===== src/daq_pkg.sv =====
/*
  Package for the data acquisition I/O register file: register offsets,
  field positions, reset values, timing constants and carrier structs.
  Assumes one 250 MHz clock and an 8-bit register port.
*/
package daq_pkg;

  // Register offsets (4-bit register index)
  localparam logic [3:0] OFF_FIFO_THRESHOLD = 4'h5;
  localparam logic [3:0] OFF_DAC_LOW_FIFO = 4'h6;
  localparam logic [3:0] OFF_DAC_HIGH_STATUS = 4'h7;
  localparam logic [3:0] OFF_PORT_A = 4'h8;
  localparam logic [3:0] OFF_PORT_B = 4'h9;
  localparam logic [3:0] OFF_PORT_C = 4'hA;
  localparam logic [3:0] OFF_PORT_CTRL = 4'hB;
  localparam logic [3:0] OFF_CNT_LOW = 4'hC;
  localparam logic [3:0] OFF_CNT_MID = 4'hD;
  localparam logic [3:0] OFF_CNT_HIGH = 4'hE;
  localparam logic [3:0] OFF_CNT_CMD = 4'hF;

  // Port control fields
  localparam int CTL_PIN_SHARE = 7;
  localparam int CTL_A_IN = 4;
  localparam int CTL_CU_IN = 3;
  localparam int CTL_B_IN = 1;
  localparam int CTL_CL_IN = 0;
  localparam logic [7:0] CTL_RESET = 8'h9B;

  // Counter command fields
  localparam int CMD_SEL = 7;
  localparam int CMD_LATCH = 6;
  localparam int CMD_GATE_OFF = 5;
  localparam int CMD_GATE_ON = 4;
  localparam int CMD_COUNT_OFF = 3;
  localparam int CMD_COUNT_ON = 2;
  localparam int CMD_LOAD = 1;
  localparam int CMD_ZERO = 0;

  // FIFO threshold limits and reset
  localparam logic [5:0] THR_MAX = 6'h30;
  localparam logic [5:0] THR_MIN = 6'h01;
  localparam logic [5:0] THR_RESET = 6'h01;

  // DAC update time
  localparam int CLK_MHZ = 250;
  localparam int DAC_UPDATE_US = 20;
  localparam int DAC_UPDATE_CYCLES = DAC_UPDATE_US * CLK_MHZ;

  typedef struct packed {
    logic [1:0] channel;
    logic [11:0] value;
  } daq_dac_word_type;

  typedef struct packed {
    logic dma;
    logic timer;
    logic dio;
    logic adc;
  } daq_irq_type;

endpackage


===== src/daq_io_register_file.sv =====
/*
  Upper register bank (offsets 5..15) of a data acquisition controller:
  FIFO threshold/depth, DAC staging, interrupt status, three digital
  ports with counter pin sharing, and a 24-bit and a 16-bit down-counter.
  Assumes a single-cycle strobe register port, FIFO/ADC/DAC/IRQ sources
  in the same clock domain, and asynchronous pins for ports, gates, clock.
*/
// Added by the designer: strobed register access.
`timescale 1ns/1ps

module daq_io_register_file
  import daq_pkg::*;
#(
  parameter int DAC_CYCLES = DAC_UPDATE_CYCLES
) (
  input wire logic mclk_i,
  input wire logic nrst_i,
  input wire logic [3:0] addr_i,
  input wire logic [7:0] wdata_i,
  input wire logic wr_i,
  input wire logic rd_i,
  output logic [7:0] rdata_o,
  input wire logic [5:0] fifo_fill_count_i,
  input wire logic [3:0] next_sample_channel_i,
  input wire logic dma_event_i,
  input wire logic timer_event_i,
  input wire logic dio_event_i,
  input wire daq_irq_type irq_clear_i,
  output logic irq_o,
  output logic [5:0] fifo_irq_level_o,
  output daq_dac_word_type dac_word_o,
  output logic dac_start_o,
  output logic dac_update_busy_o,
  input wire logic [7:0] port_a_i,
  output logic [7:0] port_a_o,
  output logic [7:0] port_a_oe_o,
  input wire logic [7:0] port_b_i,
  output logic [7:0] port_b_o,
  output logic [7:0] port_b_oe_o,
  input wire logic [7:0] port_c_i,
  output logic [7:0] port_c_o,
  output logic [7:0] port_c_oe_o,
  input wire logic counter0_clk_i
);

  //////////////////////////////////////////////////////////////////////////////
  function automatic logic [5:0] clamp_thr(input logic [7:0] v);
    logic [5:0] r;
    r = v[5:0];
    if (v > {2'h0, THR_MAX}) begin
      r = THR_MAX;
    end else if (v == 8'h00) begin
      r = THR_MIN;
    end
    return r;
  endfunction

  localparam logic [12:0] DAC_LAST = 13'(DAC_CYCLES - 1);

  logic wr_thr, wr_dac_lo, wr_dac_hi, wr_pa, wr_pb, wr_pc, wr_ctl;
  logic wr_cl, wr_cm, wr_ch, wr_cmd;
  assign wr_thr = wr_i && addr_i == OFF_FIFO_THRESHOLD;
  assign wr_dac_lo = wr_i && addr_i == OFF_DAC_LOW_FIFO;
  assign wr_dac_hi = wr_i && addr_i == OFF_DAC_HIGH_STATUS;
  assign wr_pa = wr_i && addr_i == OFF_PORT_A;
  assign wr_pb = wr_i && addr_i == OFF_PORT_B;
  assign wr_pc = wr_i && addr_i == OFF_PORT_C;
  assign wr_ctl = wr_i && addr_i == OFF_PORT_CTRL;
  assign wr_cl = wr_i && addr_i == OFF_CNT_LOW;
  assign wr_cm = wr_i && addr_i == OFF_CNT_MID;
  assign wr_ch = wr_i && addr_i == OFF_CNT_HIGH;
  assign wr_cmd = wr_i && addr_i == OFF_CNT_CMD;

  //////////////////////////////////////////////////////////////////////////////
  // Pin synchronisers
  logic [7:0] pa_s1, pa_s2, pb_s1, pb_s2, pc_s1, pc_s2;
  logic [1:0] gate_s1, gate_s2;
  logic clk1_s1, clk1_s2, clk1_d;
  always_ff @(posedge mclk_i) begin
    pa_s1 <= port_a_i;
    pa_s2 <= pa_s1;
    pb_s1 <= port_b_i;
    pb_s2 <= pb_s1;
    pc_s1 <= port_c_i;
    pc_s2 <= pc_s1;
    gate_s1 <= port_c_i[5:4];
    gate_s2 <= gate_s1;
    clk1_s1 <= port_c_i[6];
    clk1_s2 <= clk1_s1;
    clk1_d <= clk1_s2;
  end

  //////////////////////////////////////////////////////////////////////////////
  // FIFO threshold and interrupt status
  logic [5:0] fifo_irq_level;
  daq_irq_type pend;
  logic fifo_hit, fifo_hit_d;
  assign fifo_hit = fifo_fill_count_i >= fifo_irq_level;

  always_ff @(posedge mclk_i) begin
    if (!nrst_i) begin
      fifo_irq_level <= THR_RESET;
    end else if (wr_thr) begin
      fifo_irq_level <= clamp_thr(wdata_i);
    end
  end

  always_ff @(posedge mclk_i) begin
    if (!nrst_i) begin
      fifo_hit_d <= 1'b0;
      pend <= '0;
    end else begin
      fifo_hit_d <= fifo_hit;
      // Set wins over a same-cycle clear
      pend.adc <= (fifo_hit && !fifo_hit_d) || (pend.adc && !irq_clear_i.adc);
      pend.dma <= dma_event_i || (pend.dma && !irq_clear_i.dma);
      pend.timer <= timer_event_i || (pend.timer && !irq_clear_i.timer);
      pend.dio <= dio_event_i || (pend.dio && !irq_clear_i.dio);
    end
  end

  always_ff @(posedge mclk_i) begin
    if (!nrst_i) begin
      irq_o <= 1'b0;
    end else begin
      irq_o <= |pend;
    end
  end

  //////////////////////////////////////////////////////////////////////////////
  // DAC staging and busy timer
  logic [7:0] dac_low;
  logic [12:0] dac_cnt;
  always_ff @(posedge mclk_i) begin
    if (!nrst_i) begin
      dac_low <= 8'h00;
    end else if (wr_dac_lo) begin
      dac_low <= wdata_i;
    end
  end

  always_ff @(posedge mclk_i) begin
    if (!nrst_i) begin
      dac_word_o <= '0;
      dac_start_o <= 1'b0;
    end else begin
      dac_start_o <= wr_dac_hi && !dac_update_busy_o;
      if (wr_dac_hi && !dac_update_busy_o) begin
        dac_word_o.channel <= wdata_i[7:6];
        dac_word_o.value <= {wdata_i[3:0], dac_low};
      end
    end
  end

  // A write while busy is dropped so the serial shift is never corrupted
  always_ff @(posedge mclk_i) begin
    if (!nrst_i) begin
      dac_update_busy_o <= 1'b0;
      dac_cnt <= 13'h0000;
    end else if (wr_dac_hi && !dac_update_busy_o) begin
      dac_update_busy_o <= 1'b1;
      dac_cnt <= DAC_LAST;
    end else if (dac_cnt != 13'h0000) begin
      dac_cnt <= dac_cnt - 13'h0001;
    end else begin
      dac_update_busy_o <= 1'b0;
    end
  end

  //////////////////////////////////////////////////////////////////////////////
  // Digital ports
  logic [7:0] pa_out, pb_out, pc_out, ctl;
  logic pin_share;
  assign pin_share = ctl[CTL_PIN_SHARE];

  always_ff @(posedge mclk_i) begin
    if (!nrst_i) begin
      ctl <= CTL_RESET;
    end else if (wr_ctl) begin
      ctl <= wdata_i;
    end
  end

  always_ff @(posedge mclk_i) begin
    if (!nrst_i) begin
      pa_out <= 8'h00;
      pb_out <= 8'h00;
      pc_out <= 8'h00;
    end else begin
      if (wr_pa) pa_out <= wdata_i;
      if (wr_pb) pb_out <= wdata_i;
      if (wr_pc) pc_out <= wdata_i;
    end
  end

  //////////////////////////////////////////////////////////////////////////////
  // Counters
  logic [23:0] load_reg, cnt0, latch_val;
  logic [15:0] cnt1;
  logic [1:0] count_en, gate_en;
  logic [1:0] pulse;
  logic sel;
  assign sel = wdata_i[CMD_SEL];
  // Counter 0 counts each core clock cycle while counter0_clk_i is high; counter 1 on rising edges of its pin
  assign pulse[0] = counter0_clk_i;
  assign pulse[1] = clk1_s2 && !clk1_d && !pin_share;

  always_ff @(posedge mclk_i) begin
    if (!nrst_i) begin
      load_reg <= 24'h000000;
    end else begin
      if (wr_cl) load_reg[7:0] <= wdata_i;
      if (wr_cm) load_reg[15:8] <= wdata_i;
      if (wr_ch) load_reg[23:16] <= wdata_i;
    end
  end

  always_ff @(posedge mclk_i) begin
    if (!nrst_i) begin
      count_en <= 2'h0;
      gate_en <= 2'h0;
    end else if (wr_cmd) begin
      if (wdata_i[CMD_COUNT_ON]) count_en[sel] <= 1'b1;
      if (wdata_i[CMD_COUNT_OFF]) count_en[sel] <= 1'b0;
      if (wdata_i[CMD_GATE_ON]) gate_en[sel] <= 1'b1;
      if (wdata_i[CMD_GATE_OFF]) gate_en[sel] <= 1'b0;
    end
  end

  logic [1:0] run;
  // Gate pins only reach the counters while shared for counter use
  assign run = count_en & (~gate_en | (gate_s2 & {2{!pin_share}}));

  always_ff @(posedge mclk_i) begin
    if (!nrst_i) begin
      cnt0 <= 24'h000000;
    end else if (wr_cmd && !sel && wdata_i[CMD_LOAD]) begin
      cnt0 <= load_reg;
    end else if (wr_cmd && !sel && wdata_i[CMD_ZERO]) begin
      cnt0 <= 24'h000000;
    end else if (run[0] && pulse[0]) begin
      cnt0 <= cnt0 - 24'h000001;
    end
  end

  always_ff @(posedge mclk_i) begin
    if (!nrst_i) begin
      cnt1 <= 16'h0000;
    end else if (wr_cmd && sel && wdata_i[CMD_LOAD]) begin
      cnt1 <= load_reg[15:0];
    end else if (wr_cmd && sel && wdata_i[CMD_ZERO]) begin
      cnt1 <= 16'h0000;
    end else if (run[1] && pulse[1]) begin
      cnt1 <= cnt1 - 16'h0001;
    end
  end

  always_ff @(posedge mclk_i) begin
    if (!nrst_i) begin
      latch_val <= 24'h000000;
    end else if (wr_cmd && wdata_i[CMD_LATCH]) begin
      if (sel) begin
        latch_val[15:0] <= cnt1;
      end else begin
        latch_val <= cnt0;
      end
    end
  end

  //////////////////////////////////////////////////////////////////////////////
  // Pin drive, registered outputs
  logic out0;
  always_ff @(posedge mclk_i) begin
    if (!nrst_i) begin
      out0 <= 1'b0;
    end else begin
      out0 <= cnt0 == 24'h000000;
    end
  end

  always_ff @(posedge mclk_i) begin
    if (!nrst_i) begin
      port_a_o <= 8'h00;
      port_a_oe_o <= 8'h00;
      port_b_o <= 8'h00;
      port_b_oe_o <= 8'h00;
      port_c_o <= 8'h00;
      port_c_oe_o <= 8'h00;
      fifo_irq_level_o <= THR_RESET;
    end else begin
      fifo_irq_level_o <= fifo_irq_level;
      port_a_o <= pa_out;
      port_a_oe_o <= {8{!ctl[CTL_A_IN]}};
      port_b_o <= pb_out;
      port_b_oe_o <= {8{!ctl[CTL_B_IN]}};
      port_c_oe_o[3:0] <= {4{!ctl[CTL_CL_IN]}};
      if (pin_share) begin
        port_c_o <= pc_out;
        port_c_oe_o[7:4] <= {4{!ctl[CTL_CU_IN]}};
      end else begin
        port_c_o <= {out0, pc_out[6:0]};
        port_c_oe_o[7:4] <= 4'h8;
      end
    end
  end

  //////////////////////////////////////////////////////////////////////////////
  // Read port
  always_ff @(posedge mclk_i) begin
    if (!nrst_i) begin
      rdata_o <= 8'h00;
    end else if (rd_i) begin
      case (addr_i)
        OFF_FIFO_THRESHOLD: rdata_o <= {2'h0, fifo_irq_level};
        OFF_DAC_LOW_FIFO: rdata_o <= {2'h0, fifo_fill_count_i};
        OFF_DAC_HIGH_STATUS: rdata_o <= {pend, next_sample_channel_i};
        OFF_PORT_A: rdata_o <= ctl[CTL_A_IN] ? pa_s2 : pa_out;
        OFF_PORT_B: rdata_o <= ctl[CTL_B_IN] ? pb_s2 : pb_out;
        OFF_PORT_C: rdata_o <= {ctl[CTL_CU_IN] ? pc_s2[7:4] : pc_out[7:4],
                                ctl[CTL_CL_IN] ? pc_s2[3:0] : pc_out[3:0]};
        OFF_PORT_CTRL: rdata_o <= ctl;
        OFF_CNT_LOW: rdata_o <= latch_val[7:0];
        OFF_CNT_MID: rdata_o <= latch_val[15:8];
        OFF_CNT_HIGH: rdata_o <= latch_val[23:16];
        default: rdata_o <= 8'h00;
      endcase
    end else begin
      rdata_o <= 8'h00;
    end
  end

endmodule


===== config.mk =====
export PLATFORM = sky130hd
export DESIGN_NAME = daq_io_register_file
export DESIGN_NICKNAME = d
export VERILOG_FILES = /design/src/daq_pkg.sv /design/src/daq_io_register_file.sv
export SDC_FILE = /design/constraint.sdc
export NUM_CORES = 1
export LEC_CHECK = 0
export ABC_AREA = 1
export BUFFER_PORTS_ARGS = -buffer_cell sky130_fd_sc_hd__buf_2
export CORE_MARGIN = 1
export CORE_UTILIZATION = 58
export DETAILED_ROUTE_END_ITERATION = 6
export PLACE_DENSITY = 0.79
export SYNTH_ARGS = -nofsm -noshare
export SYNTH_HDL_FRONTEND = slang
export SYNTH_SLANG_ARGS = --single-unit

===== constraint.sdc =====
create_clock -name mclk_i -period 2.1 [get_ports mclk_i]
set_input_delay 0.21 -clock mclk_i [delete_from_list [all_inputs] [get_ports mclk_i]]
set_output_delay 0.21 -clock mclk_i [all_outputs]
set_load 0.05 [all_outputs]

==> results of run 1 <==
power groups by stage:
stage          logic, W  clock network, W  registers [W]
3_5_place_dp    0.00160                 0        0.00555
6_report        0.00169           0.00500        0.00544
3_3_place_gp    0.00156                 0        0.00554
2_1_floorplan   0.00116                 0        0.00556
5_1_grt         0.00191           0.00529        0.00547
4_1_cts         0.00166           0.00503        0.00544
layer usage:
layer	vias up	routed length [um]
met4	0	1380
li1	5353	-
met5	-	0
met3	96	2380
met2	495	15200
met1	4918	13700
worst paths after layout:
kind,start,to,slack (ns),cells after the start
min reg2reg,pc_s1[0]$_DFF_P_,pc_s2[0]$_DFF_P_,0.31,0
min,wdata_i[6],dac_word_o[12]$_SDFFE_PN0P_,0.08,3
max,ctl[7]$_SDFFE_PN1P_,cnt0[0]$_SDFFE_PN0P_,0.38,9
max reg2reg,ctl[7]$_SDFFE_PN1P_,cnt0[0]$_SDFFE_PN0P_,0.38,9
Yosys cell counts (all sizes together):
cell type,number
nand2,337
dfxtp,266
inv,202
o21ai,167
a21oi,160
nor2,139
nand3,134
clkbuf,50
buf,37
nand4,22
nor3,17
ha,11
xor2,7
o211ai,6
o22ai,6
o21bai,5
nand3b,2
or2,2
a21boi,1
a31o,1
a31oi,1
and2,1
clkinv,1
nor3b,1
nor4,1
kinds of logic (layout without fill, tap and decap cells):
logic type / Yosys count / in the layout / share of synthesized area (%)
compound gates: 347 / 347 / 15.7
xor+xnor: 7 / 7 / 0.542
fa+ha+maj: 11 / 11 / 1.22
buf+inv: 290 / 451 / 10.5
flops: 266 / 266 / 47.1
other cells: 0 / 1 / 0
simple gates: 656 / 656 / 24.9
stage by stage:
stage                     instances  util (%)  worst slack, ns
final                          1999      70.8            0.378
after global placement         1917      64.2            0.276
after global routing           1999      70.8            0.177
after detailed placement       1917      64.2            0.163
after floorplan                1577         -            0.496
after CTS                      1998      70.8            0.429
worst reg2reg max path: stages, from the launching register on:
cell     delay (ns)
dfxtp_1        0.33
inv_1          0.10
nand2_1        0.07
nand2_1        0.05
nand3_1        0.14
nand2_1        0.10
inv_1          0.56
nand2_1        0.11
nand3_1        0.11
inv_1          0.05
area by class of cell:
type                            count  area share, %
Antenna cell                        1         0.0187
Clock buffer                       36           5.38
Clock inverter                     13           1.52
Inverter                          203           5.69
Multi-Input combinational cell   1021           35.8
Sequential cell                   266           39.8
Tap cell                          260           2.43
Timing Repair Buffer              199           9.33
timing repair:
| item | 4_1_cts | 5_1_grt |
|---|---|---|
| buffers inserted | 0 | 0 |
| gates resized for setup | 0 | 0 |
| endpoints found under the hold margin | 30 | 0 |
| hold buffers | 32 | 0 |
==> impl_metrics.tcl, run 1 <==
set metrics [dict create \
    cts_root_buf "clkbuf_16" \
    setup_violations 0 \
    overflow 0 \
    post_route_cells_drive_above_1_share_pct 12.9 \
    cp.arrival_ns 2.15 \
    synth_nets 1646 \
    power.total_w 0.0121 \
    syn_area_per_cell_um2 7.17 \
    power_frac_clock_pct 41.2 \
    hold_ws_ns 0.0806 \
    portBuffers 136 \
    fp-row-count 50 \
    drc_errors 3 \
    max_freq_mhz 581 \
    die_y_um 142 \
    hold_viol 0 \
    postRouteAntennaNets 0 \
    seq_area_frac_synth_pct 47.1 \
    multi_input_area_mm2 0.00480 \
    p_comb_share_pct 13.9 \
    path_buf_inv 3 \
    synth-seq-cells 266 \
    worst_path_largest_cell_delay_ns 0.56 \
    gr-usage-met2_pct 53.8 \
    outcome "finished, violations left" \
    worst_slew_pin_slew_ns 0.760 \
    via_per_inst 5.43 \
    cap_violations 0 \
    antenna_found_initial 1 \
    fin_tns_setup_ns 0 \
    irDropWorstVdd_v 0.00113 \
    gr-usage-met3_pct 4.18 \
    cts_tree "built" \
    drt-wirelength-per-cell_um 16.3 \
    insertion_delay_ns 0.54 \
    vias 10900 \
    rsz0062_at_grt "false" \
    grt_max_degree 67 \
    synth_top_cell_by_area "dfxtp_1" \
    post-route-period-util_pct 82.0 \
    slew_violations 0 \
    p_switching_w 0.00323 \
    critPathRequiredTime_ns 2.53 \
    htreeDepth 1 \
    syn2layout_area_growth_pct 18.3 \
    final_common_cell "nand2_1" \
    leakage_nw 6.44 \
    slowest_stage "inv_1" \
    endpoint_kind "flop" \
    p_seq_share_pct 44.9 \
    synth_cells 1577 \
    skew_ns 0.0176 \
    cellPowerDensity_mw_per_mm2 906 \
    gr-max-usage-layer "met2" \
    yosys_warnings 0 \
    dr.pass1.iters 7 \
    track_usage_pct 32.1 \
    p_int_w 0.00889 \
    crit_top_cell "nand2_1" \
    clock_path_buffers 3 \
    die-area_mm2 0.0201 \
    use_met1_pct 41.6 \
    worstPathMaxFanout 21 \
    cts.clk_slew.worst_paths_ns 0.06 \
    routed_wl_um 32600 \
    placed_area_mm2 0.0121 \
    crit_path_start_kind "flop" \
    first_global_vias 9898 \
    dpl.hpwl_um 21900 \
    seq_area_mm2 0.00533 \
    cp_cell_sequence "inv_1 > nand2_1 > nand2_1 > nand3_1 > nand2_1 > inv_1 > nand2_1 > nand3_1 > inv_1" \
    cts_inserted_buffers 27 \
    coreArea_mm2 0.0189 \
    netlist.area_leader.share_pct 47.1 \
    cts_sinks 266 \
    nFillCells 1582 \
    final_area_mm2 0.0134 \
    period_needed_ns 1.72 \
    relSlewSlack_pct 49.3 \
    swShare_pct 26.7 \
    critPathTopFamily "buffers and inverters" \
    violations "design-rule violations" \
    ios 137 \
    final_nets 1787 \
    die_x_um 142 \
    final_cell_mix "333 x nand2_1, 266 x dfxtp_1, 200 x inv_1" \
    synth_area_mm2 0.0113 \
    critPathKind "reg2reg" \
    initial_core_util_pct 59.9 \
    post_synth_num_cell_types 37 \
    grt_pass1_wl_um 50800 \
    synth.area.top_cells "dfxtp_1 47%, nand2_1 11%, o21ai_0 7.4%, a21oi_1 7.1%, inv_1 6.6%" \
    dr.first_iter.drc_count 1077 \
    routabilityCongestion 0.975 \
    hold_class "in2reg" \
]
(Power assumes the default switching activity.)
==> run 2, diff against run 1 <==
--- a/config.mk
+++ b/config.mk
@@ -8,9 +8,9 @@
 export ABC_AREA = 1
 export BUFFER_PORTS_ARGS = -buffer_cell sky130_fd_sc_hd__buf_2
 export CORE_MARGIN = 1
-export CORE_UTILIZATION = 58
+export CORE_UTILIZATION = 52
 export DETAILED_ROUTE_END_ITERATION = 6
-export PLACE_DENSITY = 0.79
+export PLACE_DENSITY = 0.74
 export SYNTH_ARGS = -nofsm -noshare
 export SYNTH_HDL_FRONTEND = slang
 export SYNTH_SLANG_ARGS = --single-unit
==> constraint.sdc (replaced) <==
create_clock -name mclk_i -period 1.5 [get_ports mclk_i]
set_input_delay 0.15 -clock mclk_i [delete_from_list [all_inputs] [get_ports mclk_i]]
set_output_delay 0.15 -clock mclk_i [all_outputs]
set_load 0.05 [all_outputs]
==> run 2 against run 1 <==
  * The flow finishes with violations (negative setup slack)
  * Register-to-register slack worse by 0.40 ns
  * Sequential cell count unchanged
  * Sequential share of layout area is 1.7 points lower
  * Total power up 38%
  * Via count grew 3.1%
  * Worst hold slack got worse by 0.038 ns
  * Maximum frequency is 13% higher
  * Largest cell class unchanged
  * Largest power group unchanged
==> impl_metrics.tcl, run 2 (synthesized netlist as in run 1, its figures left out) <==
set metrics [dict create \
    outcome "finished, violations left" \
    violations "negative setup slack" \
    irDropWorstVdd_v 0.00102 \
    crit_start "ctl[7]$_SDFFE_PN1P_" \
    routed_wl_um 33700 \
    dr.pass1.iters 5 \
    layoutNonFillerInstCount 2072 \
    clock_path_buffers 3 \
    critPathKind "reg2reg" \
    fin_ws_ns -0.0215 \
    syn2layout_area_growth_pct 23.7 \
    hold_viol 0 \
    endpoint_kind "flop" \
    first_global_vias 10500 \
    postRouteAntennaNets 0 \
    skew_ns 0.0215 \
    drt-wirelength-per-cell_um 16.2 \
    final_common_cell "nand2_1" \
    die-area_mm2 0.0224 \
    die_x_um 150 \
    hold_class "in2reg" \
    place_inst 1988 \
    portBuffers 136 \
    cts_sinks 266 \
    routabilityCongestion 0.949 \
    max_freq_mhz 657 \
    r2r_cells 6 \
    cts_inserted_buffers 27 \
    dpl.hpwl_um 23400 \
    die_y_um 150 \
    cellPowerDensity_mw_per_mm2 1200 \
    power.total_w 0.0167 \
    leakage_nw 6.75 \
    ios 137 \
    final_area_mm2 0.0140 \
    antenna_found_initial 0 \
    cts_tree "built" \
    final_cell_mix "330 x nand2_1, 261 x dfxtp_1, 196 x inv_1" \
    insertion_delay_ns 0.55 \
    crit_path_start_kind "flop" \
    slew_violations 0 \
    worst_slew_pin_slew_ns 0.447 \
    coreArea_mm2 0.0212 \
    rr_endpoint "cnt1[14]$_SDFFE_PN0P_" \
    cap_violations 0 \
    antenna_cells 0 \
    initial_core_util_pct 53.5 \
    endpoint "cnt1[14]$_SDFFE_PN0P_" \
    overflow 0 \
    setup_violations 1 \
    cp.arrival_ns 1.94 \
    placed_area_mm2 0.0127 \
    nFillCells 1779 \
    grt_pass1_wl_um 52900 \
    post_route_cells_drive_above_1_share_pct 17.4 \
    htreeDepth 1 \
    period_needed_ns 1.52 \
    via_per_inst 5.41 \
    drc_errors 0 \
    final_nets 1847 \
    dr.first_iter.drc_count 1023 \
    rsz0062_at_grt "true" \
    grt_max_degree 49 \
    timing.rr.start "ctl[7]$_SDFFE_PN1P_" \
    vias 11200 \
    track_usage_pct 30.0 \
    critPathRequiredTime_ns 1.92 \
    worstPathMaxFanout 13 \
    r2r_slack_ns -0.02 \
    post-route-period-util_pct 101 \
    fp-row-count 53 \
    cts_root_buf "clkbuf_16" \
    cts.clk_slew.worst_paths_ns 0.06 \
    relSlewSlack_pct 70.1 \
]
[run 2: cell count changes in the layout (fill, tap and decap cells not counted), sizes merged, moves of 2 or more]
cell / before / now
clkbuf: 36 / 41
clkinvlp: 4 / 6
dlygate4sd3: 32 / 35
bufinv: 5 / 1
buf: 167 / 221
[run 2: worst max-delay path: stages, from the launching register on]
cell and delay, ns:
dfxtp_2 0.34, nor2_1 0.11, nand4_1 0.25, nand2_2 0.16
inv_1 0.19, a21oi_1 0.24, a21oi_1 0.09
[run 2: worst min path at each step]
stage	from	end	slack [ns]	cells after the start
after detailed placement	port_b_i[1]	pb_s1[1]$_DFF_P_	0.25	1
after global routing	wdata_i[4]	ctl[4]$_SDFFE_PN1P_	0.03	3
final	wdata_i[4]	ctl[4]$_SDFFE_PN1P_	0.04	3
after CTS	wdata_i[0]	dac_word_o[8]$_SDFFE_PN0P_	0.03	4
after floorplan	port_c_i[4]	gate_s1[0]$_DFF_P_	0.18	0
after global placement	port_b_i[0]	pb_s1[0]$_DFF_P_	0.25	1
[run 2: timing repair]
action,4_1_cts,5_1_grt
hold buffers,35,0
endpoints found under the hold margin,37,0
resized for setup,0,39
setup buffers,0,0
setup endpoints to repair,0,52
[run 2: metal layers]
metal | up-vias | wire [um] | GRT usage, %
met3 | 90 | 2570 | 3.84
li1 | 5473 | - | -
met1 | 5121 | 14100 | 38.5
met2 | 517 | 15400 | 50.2
met4 | 0 | 1550 | 13.3
met5 | - | 0 | 0
[run 2: metrics by stage]
| stage | setup TNS, ns | utilization, % | hold WS (ns) | setup WS (ns) |
|---|---|---|---|---|
| 6_report | -0.0215 | 66.2 | 0.0430 | -0.0215 |
| 5_1_grt | -0.0971 | 66.2 | 0.0350 | -0.0320 |
| 4_1_cts | 0 | 65.6 | 0.0287 | 0.0140 |
| 3_5_place_dp | -0.959 | 59.9 | 0.254 | -0.144 |
| 3_3_place_gp | -0.495 | 59.9 | 0.253 | -0.137 |
| 2_1_floorplan | 0 | - | 0.178 | 0.0371 |
[run 2: area by class of cell]
type	count	area (um2)	area share, %
clock inverters	10	105	0.751
well taps	275	344	2.46
multi-input cells	1021	4880	34.9
repair buffers	259	1810	12.9
inverters	203	762	5.44
clock buffers	38	767	5.48
flip-flops and latches	266	5330	38.1
[run 2: where the power goes]
part / leakage, nW / internal, W / switching, W
sequential: 2.17 / 0.00739 / 0.000236
combinational: 4.17 / 0.000942 / 0.00159
clock: 0.408 / 0.00375 / 0.00283
total: 6.75 / 0.0121 / 0.00466
==> run 3, diff against run 2 <==
--- a/config.mk
+++ b/config.mk
@@ -11,6 +11,7 @@
 export CORE_UTILIZATION = 52
 export DETAILED_ROUTE_END_ITERATION = 6
 export PLACE_DENSITY = 0.74
+export RECOVER_POWER = 25
 export SYNTH_ARGS = -nofsm -noshare
 export SYNTH_HDL_FRONTEND = slang
 export SYNTH_SLANG_ARGS = --single-unit
==> constraint.sdc (replaced) <==
create_clock -name mclk_i -period 1.5 [get_ports mclk_i]
set_input_delay 0 -clock mclk_i [delete_from_list [all_inputs] [get_ports mclk_i]]
set_output_delay 0 -clock mclk_i [all_outputs]
set_load 0.05 [all_outputs]
==> run 3 against run 2 <==
  * The flow still finishes with violations (negative setup slack)
  * Worst hold slack worse by 0.040 ns
  * Design area up 1.7%
  * Clock-buffer cell count down 3
  * Register-to-register slack worse by 0.03 ns
  * Via count down 0.12%
  * Utilization up 1.1 points
  * Worst setup slack worse by 0.033 ns
  * Sequential share of layout area down 0.65 points
  * Critical path depth up 2
  * Sequential power about the same
  * Critical endpoint is now cnt1[15]$_SDFFE_PN0P_
  * Largest power group unchanged
  * Highest routed layer unchanged
==> impl_metrics.tcl, run 3 (synthesized netlist as in run 1, its figures left out) <==
set metrics [dict create \
    htreeDepth 1 \
    hold_viol 0 \
    crit_path_start_kind "flop" \
    track_usage_pct 30.1 \
    placed_area_mm2 0.0126 \
    dr.first_iter.drc_count 1006 \
    min_path_cells 7 \
    fin_ws_ns -0.0542 \
    die_y_um 150 \
    dr.max_layer_used "met4" \
    worstPathMaxFanout 6 \
    cts_sinks 266 \
    routed_wl_um 34300 \
    critPathKind "reg2reg" \
    setup_violations 9 \
    hold_ws_ns 0.00257 \
    r2r_slack_ns -0.05 \
    syn2layout_area_growth_pct 25.8 \
    outcome "finished, violations left" \
    cts_tree "built" \
    drt-wirelength-per-cell_um 16.4 \
    clock_path_buffers 3 \
    hp-start "fifo_fill_count_i[2]" \
    vias 11200 \
    endpoint_kind "flop" \
    dr_wl_met2_um 15900 \
    post-route-util_pct 67.3 \
    met3_wirelength_um 2480 \
    fin_tns_setup_ns -0.213 \
    die_x_um 150 \
    post-route-period-util_pct 104 \
    portBuffers 136 \
    first_global_vias 10300 \
    slowest_stage "dfxtp_2" \
    ios 137 \
    nFillCells 1747 \
    postRouteAntennaNets 0 \
    worst_path_largest_cell_delay_ns 0.32 \
    rr_endpoint "cnt1[15]$_SDFFE_PN0P_" \
    overflow 0 \
    worst_slew_pin_slew_ns 0.455 \
    cts.clk_slew.worst_paths_ns 0.06 \
    insertion_delay_ns 0.55 \
    relSlewSlack_pct 69.6 \
    fp-row-count 53 \
    path_buf_inv 3 \
    initial_core_util_pct 53.5 \
    rsz0062_at_grt "true" \
    final_common_cell "nand2_1" \
    die-area_mm2 0.0224 \
    max_freq_mhz 643 \
    leakage_nw 6.81 \
    cts_root_buf "clkbuf_16" \
    skew_ns 0.0147 \
    via_per_inst 5.36 \
    dpl.hpwl_um 23700 \
    irDropWorstVdd_v 0.00129 \
    critPathTopFamily "simple AND/OR/NAND/NOR gates" \
    period_needed_ns 1.55 \
    routabilityCongestion 0.983 \
    cp.arrival_ns 1.98 \
    drc_errors 0 \
    cp.depth 8 \
    slew_violations 0 \
    timing.rr.start "ctl[7]$_SDFFE_PN1P_" \
    cap_violations 0 \
    critPathRequiredTime_ns 1.93 \
    post_route_cells_drive_above_1_share_pct 17.9 \
    grt_max_degree 51 \
    antenna_found_initial 1 \
    final_area_mm2 0.0142 \
    r2r_cells 8 \
    dr.pass1.iters 7 \
    min_to "rdata_o[2]$_SDFF_PN0_" \
    grt_pass1_wl_um 52800 \
    final_nets 1858 \
    hold_class "in2reg" \
    cts_inserted_buffers 27 \
    cp_cell_sequence "buf_6 > nor2_4 > nand4_1 > nand2_2 > clkinvlp_4 > buf_12 > a21oi_4 > a21oi_1" \
    violations "negative setup slack" \
    cellPowerDensity_mw_per_mm2 1200 \
    final_cell_mix "327 x nand2_1, 261 x dfxtp_1, 196 x inv_1" \
    met1_length_um 14500 \
    coreArea_mm2 0.0212 \
]
[run 3: cell count changes in the layout (fill, tap and decap cells not counted), sizes merged]
cell,delta
buf,-4
bufinv,+2
clkbuf,-3
clkinv,+5
clkinvlp,-2
diode,+2
dlygate4sd3,+15
inv,-1
[run 3: how the worst max path moves through the flow]
stage / start / end
final: ctl[7]$_SDFFE_PN1P_ / cnt1[15]$_SDFFE_PN0P_
after floorplan: dac_update_busy_o$_SDFFE_PN0P_ / dac_word_o[10]$_SDFFE_PN0P_
after CTS: cnt0[1]$_SDFFE_PN0P_ / cnt0[22]$_SDFFE_PN0P_
after detailed placement: ctl[7]$_SDFFE_PN1P_ / cnt1[15]$_SDFFE_PN0P_
after global placement: ctl[7]$_SDFFE_PN1P_ / cnt1[7]$_SDFFE_PN0P_
after global routing: ctl[7]$_SDFFE_PN1P_ / cnt1[7]$_SDFFE_PN0P_
[run 3: through the flow]
stage / instances / setup WS, ns / total power (W)
after floorplan: 1577 / 0.0659 / 0.00940
after global placement: 1977 / -0.0730 / 0.0101
after detailed placement: 1977 / -0.0689 / 0.0101
after CTS: 2080 / 0.00609 / 0.0170
after global routing: 2084 / -0.106 / 0.0178
final: 2086 / -0.0542 / 0.0171
[run 3: cell type report]
type,count,area [um2],share of cell area [%]
multi-input combinational,1021,4970,34.9
inverter,203,766,5.38
tap,275,344,2.42
clock buffer,35,746,5.24
timing repair buffer,270,1910,13.4
antenna,2,5.00,0.0352
sequential,266,5330,37.4
clock inverter,14,168,1.18
[run 3: what timing repair did]
| item | in CTS | in global routing |
|---|---|---|
| pin swaps | 2 | 10 |
| hold buffers | 50 | 0 |
| gates resized for setup | 3 | 60 |
| endpoints found under the setup margin | 7 | 49 |
| buffers inserted | 4 | 2 |
| cloned | 0 | 2 |
| endpoints found under the hold margin | 116 | 0 |
[run 3: report_power, final]
group          total [W]  internal [W]  switching [W]
Sequential       0.00763       0.00739       0.000236
Clock            0.00690       0.00404        0.00286
Combinational    0.00257      0.000974        0.00160
[run 3: worst min-delay path, cell delays in order]
cell	delay (ns)
buf_2	0.10
nand2_1	0.05
o211ai_1	0.11
nor2_1	0.07
nand2_1	0.05
nand2_1	0.07
inv_1	0.06
[run 3: layer usage]
layer,track usage [%],vias to the layer above
met5,0,-
met2,49.8,470
met4,15.2,0
li1,-,5516
met3,4.27,86
met1,38.2,5115
